--- src/lpm_defs.vh ---
`ifndef LPM_DEFS_VH
`define LPM_DEFS_VH
// Register byte addresses
`define LPM_ADDR_CTRL 8'h00
`define LPM_ADDR_DIR 8'h04
`define LPM_ADDR_FB_ON 8'h08
`define LPM_ADDR_FB_HOLD 8'h0C
`define LPM_ADDR_EMAIL 8'h10
`define LPM_ADDR_RATE 8'h14
`define LPM_ADDR_QUIET 8'h18
`define LPM_ADDR_TMO 8'h1C
`define LPM_ADDR_PINS 8'h20
`define LPM_ADDR_STATUS 8'h24
`define LPM_ADDR_MASK 8'h28
`define LPM_ADDR_TX 8'h2C
`define LPM_ADDR_RX 8'h30
// CTRL fields (write-only strobes)
`define LPM_CTRL_MASTER 0
`define LPM_CTRL_SLAVE 1
// STATUS fields
`define LPM_ST_TOGGLE 0
`define LPM_ST_TX 1
`define LPM_ST_FALLBACK 2
// Ranges and defaults
`define LPM_RATE_MIN 4'h1
`define LPM_RATE_MAX 4'hA
`define LPM_RATE_DEF 4'hA
`define LPM_QUIET_MIN 4'h1
`define LPM_QUIET_MAX 4'hA
`define LPM_QUIET_DEF 4'h2
`define LPM_TMO_MIN 5'h03
`define LPM_TMO_MAX 5'h1E
`define LPM_TMO_DEF 5'h06
// Presets
`define LPM_M_RATE 4'hA
`define LPM_M_QUIET 4'h1
`define LPM_M_TMO 5'h1E
`define LPM_M_DIR_SET 9'h00E
`define LPM_M_DIR_CLR 9'h1D0
`define LPM_M_FB_OFF 9'h00E
`define LPM_S_QUIET 4'h5
`define LPM_S_TMO 5'h06
`define LPM_S_RATE 4'hA
`define LPM_S_DIR 9'h1F0
// Timing: one second at 200 MHz
`define LPM_CLK_HZ 200000000
`define LPM_SEC_NS 1000000000
`endif

--- src/lpm_port.v ---
`timescale 1ns/1ps
`include "lpm_defs.vh"
// Functional notes
// (RL1) With notification enabled on a pin, every change of that pin raises a notification event; the code raises it for input pins only, output pins are masked.
// (RL2) With notification disabled on a pin, its changes raise no notification event.
// (RL3) An output pin with fallback on is driven on when remote updates stop.
// (RL4) An output pin with fallback off is driven off when remote updates stop; fallback only affects outputs.
// (RL5) An output pin with fallback hold keeps its present level when remote updates stop.
// (RL6) Pins are sampled 1 to 10 times per second, 10 by default.
// (RL7) A sample that differs from the previous one sends an update to the remote at once.
// (RL8) With no change for a quiet interval of 1 to 10 s, default 2 s, an update is sent anyway.
// (RL9) With no remote update for 3 to 30 s, default 6 s, each output pin takes its fallback.
// (RL10) The master preset loads 10 samples/s, 1 s quiet interval and 30 s timeout.
// (RL11) The master preset makes pins 2 to 4 outputs with fallback off and pins 5, 7, 8, 9 inputs.
// (RL12) The slave preset loads 5 s quiet, 6 s timeout, pins 1 to 4 inputs and 5 to 9 outputs with fallback off.
// (RL13) Each of the nine pins is individually input or output.
// (RL14) Each received update restarts the timeout and outputs follow received values again.
module lpm_port #(
  parameter NPIN = 9,
  parameter [31:0] TICK_CYCLES = `LPM_CLK_HZ / 100
) (
  input wire clk_sys,
  input wire rstn,
  input wire [7:0] avs_address,
  input wire avs_read,
  input wire avs_write,
  input wire [31:0] avs_writedata,
  input wire [3:0] avs_byteenable,
  output reg [31:0] avs_readdata,
  output reg avs_waitrequest,
  input wire [NPIN-1:0] pin_in,
  output reg [NPIN-1:0] pin_out,
  output reg [NPIN-1:0] pin_oe,
  output reg tx_update,
  output reg [NPIN-1:0] tx_levels,
  input wire rx_update,
  input wire [NPIN-1:0] rx_levels,
  output reg notify_event,
  output reg irq
);
  // Tick base: 100 ticks per second, so rates 1, 2, 4, 5 and 10/s divide evenly
  localparam [31:0] TICKS_PER_SEC = 32'd100;
  // Bus handshake states
  localparam [0:0] BUS_IDLE = 1'b0;
  localparam [0:0] BUS_ANSWER = 1'b1;

  reg [NPIN-1:0] dir_reg;
  reg [NPIN-1:0] fb_on_reg;
  reg [NPIN-1:0] fb_hold_reg;
  reg [NPIN-1:0] email_reg;
  reg [3:0] rate_reg;
  reg [3:0] quiet_reg;
  reg [4:0] tmo_reg;
  reg [2:0] status_reg;
  reg [2:0] mask_reg;
  reg [NPIN-1:0] rx_val_reg;
  reg [NPIN-1:0] prev_reg;
  reg fallback_reg;
  reg [31:0] div_reg;
  reg tick_reg;
  reg [6:0] samp_cnt_reg;
  reg [11:0] quiet_cnt_reg;
  reg [11:0] tmo_cnt_reg;
  reg bus_state_reg;
  reg bus_state_next;
  reg wait_next;

  wire [NPIN-1:0] pin_s;
  wire [6:0] samp_period;
  wire [11:0] quiet_limit;
  wire [11:0] tmo_limit;
  wire samp_now;
  wire [NPIN-1:0] diff;
  wire changed;
  wire quiet_due;
  wire tmo_due;
  wire [NPIN-1:0] toggled;
  wire ev_toggle;
  wire ev_tx;
  wire ev_fb;
  wire wr_acc;
  wire rd_acc;
  wire [NPIN-1:0] out_val;
  wire rate_ok;
  wire quiet_ok;
  wire tmo_ok;
  wire [2:0] st_clr;
  wire [2:0] st_set;

  lpm_sync3 #(
    .W(NPIN)
  ) u_sync (
    .clk_sys(clk_sys),
    .rstn(rstn),
    .d(pin_in),
    .q(pin_s)
  );

  function [6:0] per_div;
    input [3:0] r;
    begin
      case (r)
        4'h1: per_div = 7'd100;
        4'h2: per_div = 7'd50;
        4'h3: per_div = 7'd33;
        4'h4: per_div = 7'd25;
        4'h5: per_div = 7'd20;
        4'h6: per_div = 7'd16;
        4'h7: per_div = 7'd14;
        4'h8: per_div = 7'd12;
        4'h9: per_div = 7'd11;
        default: per_div = 7'd10;
      endcase
    end
  endfunction

  assign samp_period = per_div(rate_reg); // [RL6]
  assign quiet_limit = {8'h00, quiet_reg} * TICKS_PER_SEC[11:0];
  assign tmo_limit = {7'h00, tmo_reg} * TICKS_PER_SEC[11:0];
  assign samp_now = tick_reg && (samp_cnt_reg >= samp_period - 7'd1);
  assign diff = (pin_s ^ prev_reg) & ~dir_reg;
  assign changed = samp_now && (diff != {NPIN{1'b0}});
  assign quiet_due = tick_reg && (quiet_cnt_reg >= quiet_limit - 12'd1);
  assign tmo_due = tick_reg && !fallback_reg && (tmo_cnt_reg >= tmo_limit - 12'd1);
  assign toggled = samp_now ? (diff & email_reg) : {NPIN{1'b0}}; // [RL1] [RL2]
  assign ev_toggle = toggled != {NPIN{1'b0}};
  assign ev_tx = changed || quiet_due;
  assign ev_fb = tmo_due;
  // Write lands at the edge where the master sees waitrequest low
  assign wr_acc = avs_write && (bus_state_reg == BUS_ANSWER);
  assign rd_acc = avs_read && (bus_state_reg == BUS_IDLE);
  assign rate_ok = (avs_writedata[7:4] == 4'h0) && (avs_writedata[3:0] >= `LPM_RATE_MIN) &&
                   (avs_writedata[3:0] <= `LPM_RATE_MAX);
  assign quiet_ok = (avs_writedata[7:4] == 4'h0) && (avs_writedata[3:0] >= `LPM_QUIET_MIN) &&
                    (avs_writedata[3:0] <= `LPM_QUIET_MAX);
  assign tmo_ok = (avs_writedata[7:5] == 3'h0) && (avs_writedata[4:0] >= `LPM_TMO_MIN) &&
                  (avs_writedata[4:0] <= `LPM_TMO_MAX);
  assign st_clr = (wr_acc && avs_byteenable[0] && avs_address == `LPM_ADDR_STATUS) ? avs_writedata[2:0] : 3'h0;
  assign st_set = {ev_fb, ev_tx, ev_toggle};

  genvar g;
  generate
    for (g = 0; g < NPIN; g = g + 1) begin : g_out
      // Fallback picks hold, on or off per pin; inputs are not driven
      assign out_val[g] = !fallback_reg ? rx_val_reg[g] :
                          fb_hold_reg[g] ? pin_out[g] : fb_on_reg[g]; // [RL3] [RL4] [RL5]
    end
  endgenerate

  // Tick divider
  always @(posedge clk_sys or negedge rstn) begin
    if (!rstn) begin
      div_reg <= 32'h00000000;
      tick_reg <= 1'b0;
    end else if (div_reg >= TICK_CYCLES - 32'd1) begin
      div_reg <= 32'h00000000;
      tick_reg <= 1'b1;
    end else begin
      div_reg <= div_reg + 32'd1;
      tick_reg <= 1'b0;
    end
  end

  // Update pulse, sent levels and notification pulse
  always @(posedge clk_sys or negedge rstn) begin
    if (!rstn) begin
      tx_update <= 1'b0;
      tx_levels <= {NPIN{1'b0}};
      notify_event <= 1'b0;
    end else begin
      tx_update <= ev_tx; // [RL7] [RL8]
      notify_event <= ev_toggle; // [RL1]
      if (ev_tx) begin
        tx_levels <= pin_s & ~dir_reg;
      end
    end
  end

  // Sample pacing and previous sample
  always @(posedge clk_sys or negedge rstn) begin
    if (!rstn) begin
      samp_cnt_reg <= 7'h00;
      prev_reg <= {NPIN{1'b0}};
    end else begin
      if (tick_reg) begin
        samp_cnt_reg <= samp_now ? 7'h00 : samp_cnt_reg + 7'd1; // [RL6]
      end
      if (samp_now) begin
        prev_reg <= pin_s;
      end
    end
  end

  // Quiet interval, restarted by every update sent
  always @(posedge clk_sys or negedge rstn) begin
    if (!rstn) begin
      quiet_cnt_reg <= 12'h000;
    end else if (ev_tx) begin
      quiet_cnt_reg <= 12'h000; // [RL8]
    end else if (tick_reg) begin
      quiet_cnt_reg <= quiet_cnt_reg + 12'd1;
    end
  end

  // Receive timeout; a fresh update wins over expiry
  always @(posedge clk_sys or negedge rstn) begin
    if (!rstn) begin
      tmo_cnt_reg <= 12'h000;
      fallback_reg <= 1'b0;
      rx_val_reg <= {NPIN{1'b0}};
    end else if (rx_update) begin
      tmo_cnt_reg <= 12'h000; // [RL14]
      fallback_reg <= 1'b0; // [RL14]
      rx_val_reg <= rx_levels;
    end else if (tmo_due) begin
      fallback_reg <= 1'b1; // [RL9]
    end else if (tick_reg && !fallback_reg) begin
      tmo_cnt_reg <= tmo_cnt_reg + 12'd1;
    end
  end

  // Pin drivers
  always @(posedge clk_sys or negedge rstn) begin
    if (!rstn) begin
      pin_out <= {NPIN{1'b0}};
      pin_oe <= {NPIN{1'b0}};
    end else begin
      pin_oe <= dir_reg; // [RL13]
      pin_out <= out_val & dir_reg; // [RL4]
    end
  end

  // Avalon slave: one waitrequest cycle, then the answer for one cycle
  always @* begin
    bus_state_next = bus_state_reg;
    wait_next = 1'b1;
    case (bus_state_reg)
      BUS_IDLE: begin
        if (avs_read || avs_write) begin
          bus_state_next = BUS_ANSWER;
          wait_next = 1'b0;
        end
      end
      BUS_ANSWER: begin
        bus_state_next = BUS_IDLE;
      end
      default: begin
        bus_state_next = BUS_IDLE;
      end
    endcase
  end

  // Avalon slave registers
  always @(posedge clk_sys or negedge rstn) begin
    if (!rstn) begin
      bus_state_reg <= BUS_IDLE;
      avs_waitrequest <= 1'b1;
      avs_readdata <= 32'h00000000;
    end else begin
      bus_state_reg <= bus_state_next;
      avs_waitrequest <= wait_next;
      if (rd_acc) begin
        case (avs_address)
          `LPM_ADDR_DIR: avs_readdata <= {23'h000000, dir_reg};
          `LPM_ADDR_FB_ON: avs_readdata <= {23'h000000, fb_on_reg};
          `LPM_ADDR_FB_HOLD: avs_readdata <= {23'h000000, fb_hold_reg};
          `LPM_ADDR_EMAIL: avs_readdata <= {23'h000000, email_reg};
          `LPM_ADDR_RATE: avs_readdata <= {28'h0000000, rate_reg};
          `LPM_ADDR_QUIET: avs_readdata <= {28'h0000000, quiet_reg};
          `LPM_ADDR_TMO: avs_readdata <= {27'h0000000, tmo_reg};
          `LPM_ADDR_PINS: avs_readdata <= {23'h000000, pin_s};
          `LPM_ADDR_STATUS: avs_readdata <= {29'h00000000, status_reg};
          `LPM_ADDR_MASK: avs_readdata <= {29'h00000000, mask_reg};
          `LPM_ADDR_TX: avs_readdata <= {23'h000000, tx_levels};
          `LPM_ADDR_RX: avs_readdata <= {22'h000000, fallback_reg, rx_val_reg};
          default: avs_readdata <= 32'h00000000;
        endcase
      end
    end
  end

  // Configuration registers and presets
  always @(posedge clk_sys or negedge rstn) begin
    if (!rstn) begin
      dir_reg <= {NPIN{1'b0}};
      fb_on_reg <= {NPIN{1'b0}};
      fb_hold_reg <= {NPIN{1'b0}};
      email_reg <= {NPIN{1'b0}};
      rate_reg <= `LPM_RATE_DEF;
      quiet_reg <= `LPM_QUIET_DEF;
      tmo_reg <= `LPM_TMO_DEF;
      mask_reg <= 3'h0;
    end else if (wr_acc && avs_byteenable[0]) begin
      case (avs_address)
        `LPM_ADDR_CTRL: begin
          if (avs_writedata[`LPM_CTRL_MASTER]) begin
            rate_reg <= `LPM_M_RATE; // [RL10]
            quiet_reg <= `LPM_M_QUIET; // [RL10]
            tmo_reg <= `LPM_M_TMO; // [RL10]
            dir_reg <= (dir_reg | `LPM_M_DIR_SET) & ~`LPM_M_DIR_CLR; // [RL11]
            fb_on_reg <= fb_on_reg & ~`LPM_M_FB_OFF; // [RL11]
            fb_hold_reg <= fb_hold_reg & ~`LPM_M_FB_OFF; // [RL11]
          end else if (avs_writedata[`LPM_CTRL_SLAVE]) begin
            rate_reg <= `LPM_S_RATE;
            quiet_reg <= `LPM_S_QUIET; // [RL12]
            tmo_reg <= `LPM_S_TMO; // [RL12]
            dir_reg <= `LPM_S_DIR; // [RL12]
            fb_on_reg <= {NPIN{1'b0}}; // [RL12]
            fb_hold_reg <= {NPIN{1'b0}}; // [RL12]
          end
        end
        `LPM_ADDR_DIR: dir_reg <= avs_writedata[NPIN-1:0]; // [RL13]
        `LPM_ADDR_FB_ON: fb_on_reg <= avs_writedata[NPIN-1:0];
        `LPM_ADDR_FB_HOLD: fb_hold_reg <= avs_writedata[NPIN-1:0];
        `LPM_ADDR_EMAIL: email_reg <= avs_writedata[NPIN-1:0];
        `LPM_ADDR_RATE: begin
          if (rate_ok) begin
            rate_reg <= avs_writedata[3:0]; // [RL6]
          end
        end
        `LPM_ADDR_QUIET: begin
          if (quiet_ok) begin
            quiet_reg <= avs_writedata[3:0]; // [RL8]
          end
        end
        `LPM_ADDR_TMO: begin
          if (tmo_ok) begin
            tmo_reg <= avs_writedata[4:0]; // [RL9]
          end
        end
        `LPM_ADDR_MASK: mask_reg <= avs_writedata[2:0];
        default: begin
        end
      endcase
    end
  end

  // Sticky status, write one to clear; set wins
  always @(posedge clk_sys or negedge rstn) begin
    if (!rstn) begin
      status_reg <= 3'h0;
      irq <= 1'b0;
    end else begin
      status_reg <= (status_reg & ~st_clr) | st_set;
      irq <= (status_reg & mask_reg) != 3'h0;
    end
  end
endmodule

--- src/lpm_sync3.v ---
`timescale 1ns/1ps
// Three-stage pin synchroniser, change accepted when stages 2 and 3 agree
module lpm_sync3 #(
  parameter W = 9
) (
  input wire clk_sys,
  input wire rstn,
  input wire [W-1:0] d,
  output reg [W-1:0] q
);
  reg [W-1:0] s1_reg;
  reg [W-1:0] s2_reg;
  reg [W-1:0] s3_reg;
  integer i;
  always @(posedge clk_sys or negedge rstn) begin
    if (!rstn) begin
      s1_reg <= {W{1'b0}};
      s2_reg <= {W{1'b0}};
      s3_reg <= {W{1'b0}};
      q <= {W{1'b0}};
    end else begin
      s1_reg <= d;
      s2_reg <= s1_reg;
      s3_reg <= s2_reg;
      for (i = 0; i < W; i = i + 1) begin
        if (s2_reg[i] == s3_reg[i]) begin
          q[i] <= s3_reg[i];
        end
      end
    end
  end
endmodule

--- config.mk ---
export PLATFORM = sky130hd
export DESIGN_NAME = lpm_port
export DESIGN_NICKNAME = d
export VERILOG_FILES = /design/src/lpm_port.v /design/src/lpm_sync3.v
export VERILOG_INCLUDE_DIRS = /design/src
export SDC_FILE = /design/constraint.sdc
export NUM_CORES = 1
export LEC_CHECK = 0
export ABC_AREA = 1
export BUFFER_PORTS_ARGS = -buffer_cell sky130_fd_sc_hd__buf_2
export CORE_ASPECT_RATIO = 1.1
export CORE_MARGIN = 1
export CORE_UTILIZATION = 35
export CTS_CLUSTER_DIAMETER = 40
export DETAILED_ROUTE_END_ITERATION = 12
export PLACE_DENSITY = 0.54
export SYNTH_ARGS = -nofsm -noshare
export SYNTH_HDL_FRONTEND = slang
export SYNTH_SLANG_ARGS = --single-unit
--- constraint.sdc ---
create_clock -name clk_sys -period 6.9 [get_ports clk_sys]
set_input_delay 0.69 -clock clk_sys [delete_from_list [all_inputs] [get_ports clk_sys]]
set_output_delay 0.69 -clock clk_sys [all_outputs]
set_load 0.01 [all_outputs]
==> key figures <==
Logic synthesis
  – Synth cell types: 47
  – Register area share after synthesis: 46.25%
  – Seq cells post-synth: 216
  – Top post-synthesis cells by area: dfrtp_1 (45%), nand2_1 (12%), ha_1 (7.4%)
  – Mapped Cells: 1420
  – Cell accounting for the most synthesized area: dfrtp_1
  – Yosys warning total: 0
  – Post-synth top area share: 44.90%
  – Mapped Avg Cell Area: 8.242 sq um
  – Syn Std Cell Area: between 10000 and 15000 sq um

Floorplanning
  – Die area: 34180 sq um
  – Core Region: between 30000 and 40000 sq um
  – Row cnt: 69
  – IO Count: 130
  – Chip Height: approximately 190 um
  – Initial Util: around 36%
  – Die X: 176.4 um

Clocking
  – Hold buffer count at CTS: 0
  – H-Tree Depth: 2
  – Clk sinks: 216
  – Clk_lat worst skew: 0.54 ns
  – Num CTS Buffers: 36
  – Post-CTS sizing: 0
  – Clock Path Buffers: 3
  – Root buffer cell: clkbuf_16
  – Post-CTS repair timing setup buffer count: 0
  – CTS tree: built
  – CTS clk-pin slew, worst paths: 0.05 ns

STA
  – Slew margin rel.: 34.93%
  – Crit share post-route: 65.96%
  – RSZ-0062 raised after global routing: no
  – Period minus WS final: 4.551 ns
  – Worst hold slack: approximately 0.26 ns
  – Worst slew pin tran: 0.9760 ns
  – Max Clock Freq: 219.7 MHz
  – TNS Setup: 0 ns
  – Final hold violations: 0
  – Max-slew violations: 0
  – Endpoints failing setup: 0
  – Setup Skew: 0.02446 ns

Layout
  – Most frequent cells in the layout: nand2_1 (387), dfrtp_1 (210), nor2_1 (150)
  – Area grow syn2layout: 17.47%
  – Final std cells w/o fill: between 1500 and 2000
  – Area occupied by multi-input gates: approximately 5600 sq um
  – Most common cell after layout, fill and taps aside: nand2_1
  – Layout cell share with drive strength beyond 1: 12.03%
  – Reg area: 5413 sq um
  – Fill count: between 3000 and 4000
  – Finished Cell Area: 13750 sq um
  – Largest register FFs: 32
  – # nets final: 1666

Critical path
  – Worst-path fanout max: 22
  – Critical path origin: rate_reg[1]$_DFFE_PN1P_
  – Worst endpoint required time: 7.32 ns
  – Reg-to-reg startpoint: rate_reg[1]$_DFFE_PN1P_
  – Critical Path End Type: register
  – Startpoint type of the worst setup path: register
  – Worst EP arrival: 4.97 ns
  – Critical path class: register to register

Pwr
  – Comb pwr share: roughly 16%
  – Net Switching: around 0.0012 W
  – Sw Share: 30.78%
  – Leakage dissipation: 6.909 nW
  – Power Dens Cells: ~280 nW/um^2
  – Max VDD drop: between 0.15 and 0.2 mV
  – Clock share of power: 46.5%
  – Sequential Power Share: 37.9%
  – Internal power: 0.002699 W

Route
  – Detailed Route Iter0 Violations: 598
  – Routed wire per std cell: between 15 and 20 um
  – Drt pass-1 iters: 5
  – Total number of vias: 9545
  – Drt total wl: 30.68 mm
  – DRC Markers: 0
  – Routed Antenna Nets: 0
  – Vias per cell: 4.816

Place
  – HPWL after DPL: 22.43 mm
  – Gp weighted congestion: 0.8517
  – Inst Count DP: 1916
  – I/O Buffers: 81
  – DP Area: 12520 sq um

Worst hold path
  – Tightest Hold Check Type: primary input to register
  – Worst Hold Launch: pin_in[2]

GRT
  – First-pass GRT wire length: 50.13 mm
  – Initial antenna violation count: 1
  – Vias in the first global route: 9349
  – Tot GR Track Use: approximately a fifth
  – Grt ovf: 0
  – Largest net degree at the start of global routing: 123

Run
  – Maximum Capacitance Violations: 0

Status
  – Run status: finished, final reports clean
power by group through the flow:
stage / registers (W) / clock network, W / logic [W]
floorplan: 0.00148 / 0 / 0.000431
global placement: 0.00150 / 0 / 0.000595
detailed placement: 0.00150 / 0 / 0.000614
CTS: 0.00148 / 0.00186 / 0.000619
global route: 0.00149 / 0.00191 / 0.000717
finish: 0.00148 / 0.00181 / 0.000612
layout make-up:
class,instances,area share (%)
inverters,142,3.877
multi-input cells,1049,40.79
well taps,426,3.877
clock buffers,38,6.753
clock inverters,27,2.184
diodes,1,0.01820
repair buffers,83,3.131
flip-flops and latches,216,39.37
worst max-delay path, cell delays in order, from the launching register on:
cell and delay, ns:
dfstp_2 0.59, inv_1 0.09, ha_1 0.21, nand2_1 0.07, a21oi_1 0.06, a31oi_1 0.38, ha_1 0.27, nand2_1 0.09
nor3_1 0.14, a21oi_1 0.08, ha_1 0.32, nand2_1 0.09, inv_1 0.04, a21oi_1 0.16, nand3_1 0.11, nand2_1 0.55
inv_2 0.19, nand2_2 0.34, nand2_2 0.39, nand2_1 0.18, nand2_1 0.07
synth_stat cells (all sizes together):
master    n
o21a      2
a31o      1
nand4    13
nor3     18
conb      1
fa        2
nor2    161
nand2   392
ha       69
dfstp     6
a41oi     1
o22ai     2
o21ai   100
inv     140
a211oi    2
or2       2
xnor2    14
or3       1
xor2     41
maj3      9
buf      36
nand3b   14
clkbuf    9
and3      1
a21oi    29
nor3b     2
dfrtp   210
clkinv    2
nand3   115
o31ai     1
nor4      2
o211ai   20
a31oi     2
per-layer routing:
layer  vias to the layer above  wire length, um  global-route usage (%)
met5                         -                0                       0
met2                       229            13770                   29.13
met3                        61             1586                   3.353
met1                      4483            14410                   25.95
met4                         0              902                   6.609
li1                       4772                -                       -
cells by family (layout without fill, tap and decap cells):
kind of cell               after synthesis  count (layout)  share of synthesized area (%)
other                                    1              34                        0.03204
AOI/OAI and AO/OA                      160             160                          7.612
buffers and inverters                  187             290                          6.863
DFF                                    216             216                          46.25
xor gates and xnor gates                55              55                          4.116
and+or+nand+nor                        721             721                          26.64
adders and majority gates               80              80                          8.488
metrics by stage:
stage / worst slack (ns) / utilization [%] / power [W]
2_1_floorplan: 3.366 / - / 0.001907
3_3_place_gp: 2.415 / 38.36 / 0.002090
3_5_place_dp: 2.348 / 38.36 / 0.002112
4_1_cts: 2.349 / 42.12 / 0.003955
5_1_grt: 1.856 / 42.13 / 0.004117
6_report: 2.349 / 42.13 / 0.003900
final timing paths:
kind | depth (start not counted) | slack (ns) | to
setup / recovery | 20 | 2.35 | tx_levels[7]$_DFFE_PN0N_
hold / removal | 1 | 0.26 | u_sync.s1_reg[2]$_DFF_PN0_
setup reg to reg | 20 | 2.35 | tx_levels[7]$_DFFE_PN0N_
hold reg to reg | 0 | 0.35 | u_sync.s2_reg[8]$_DFF_PN0_
max in group asynchronous | 2 | 5.35 | dir_reg[3]$_DFFE_PN0P_
min in group asynchronous | 1 | 0.28 | rate_reg[2]$_DFFE_PN0P_
(Power assumes the default switching activity.)
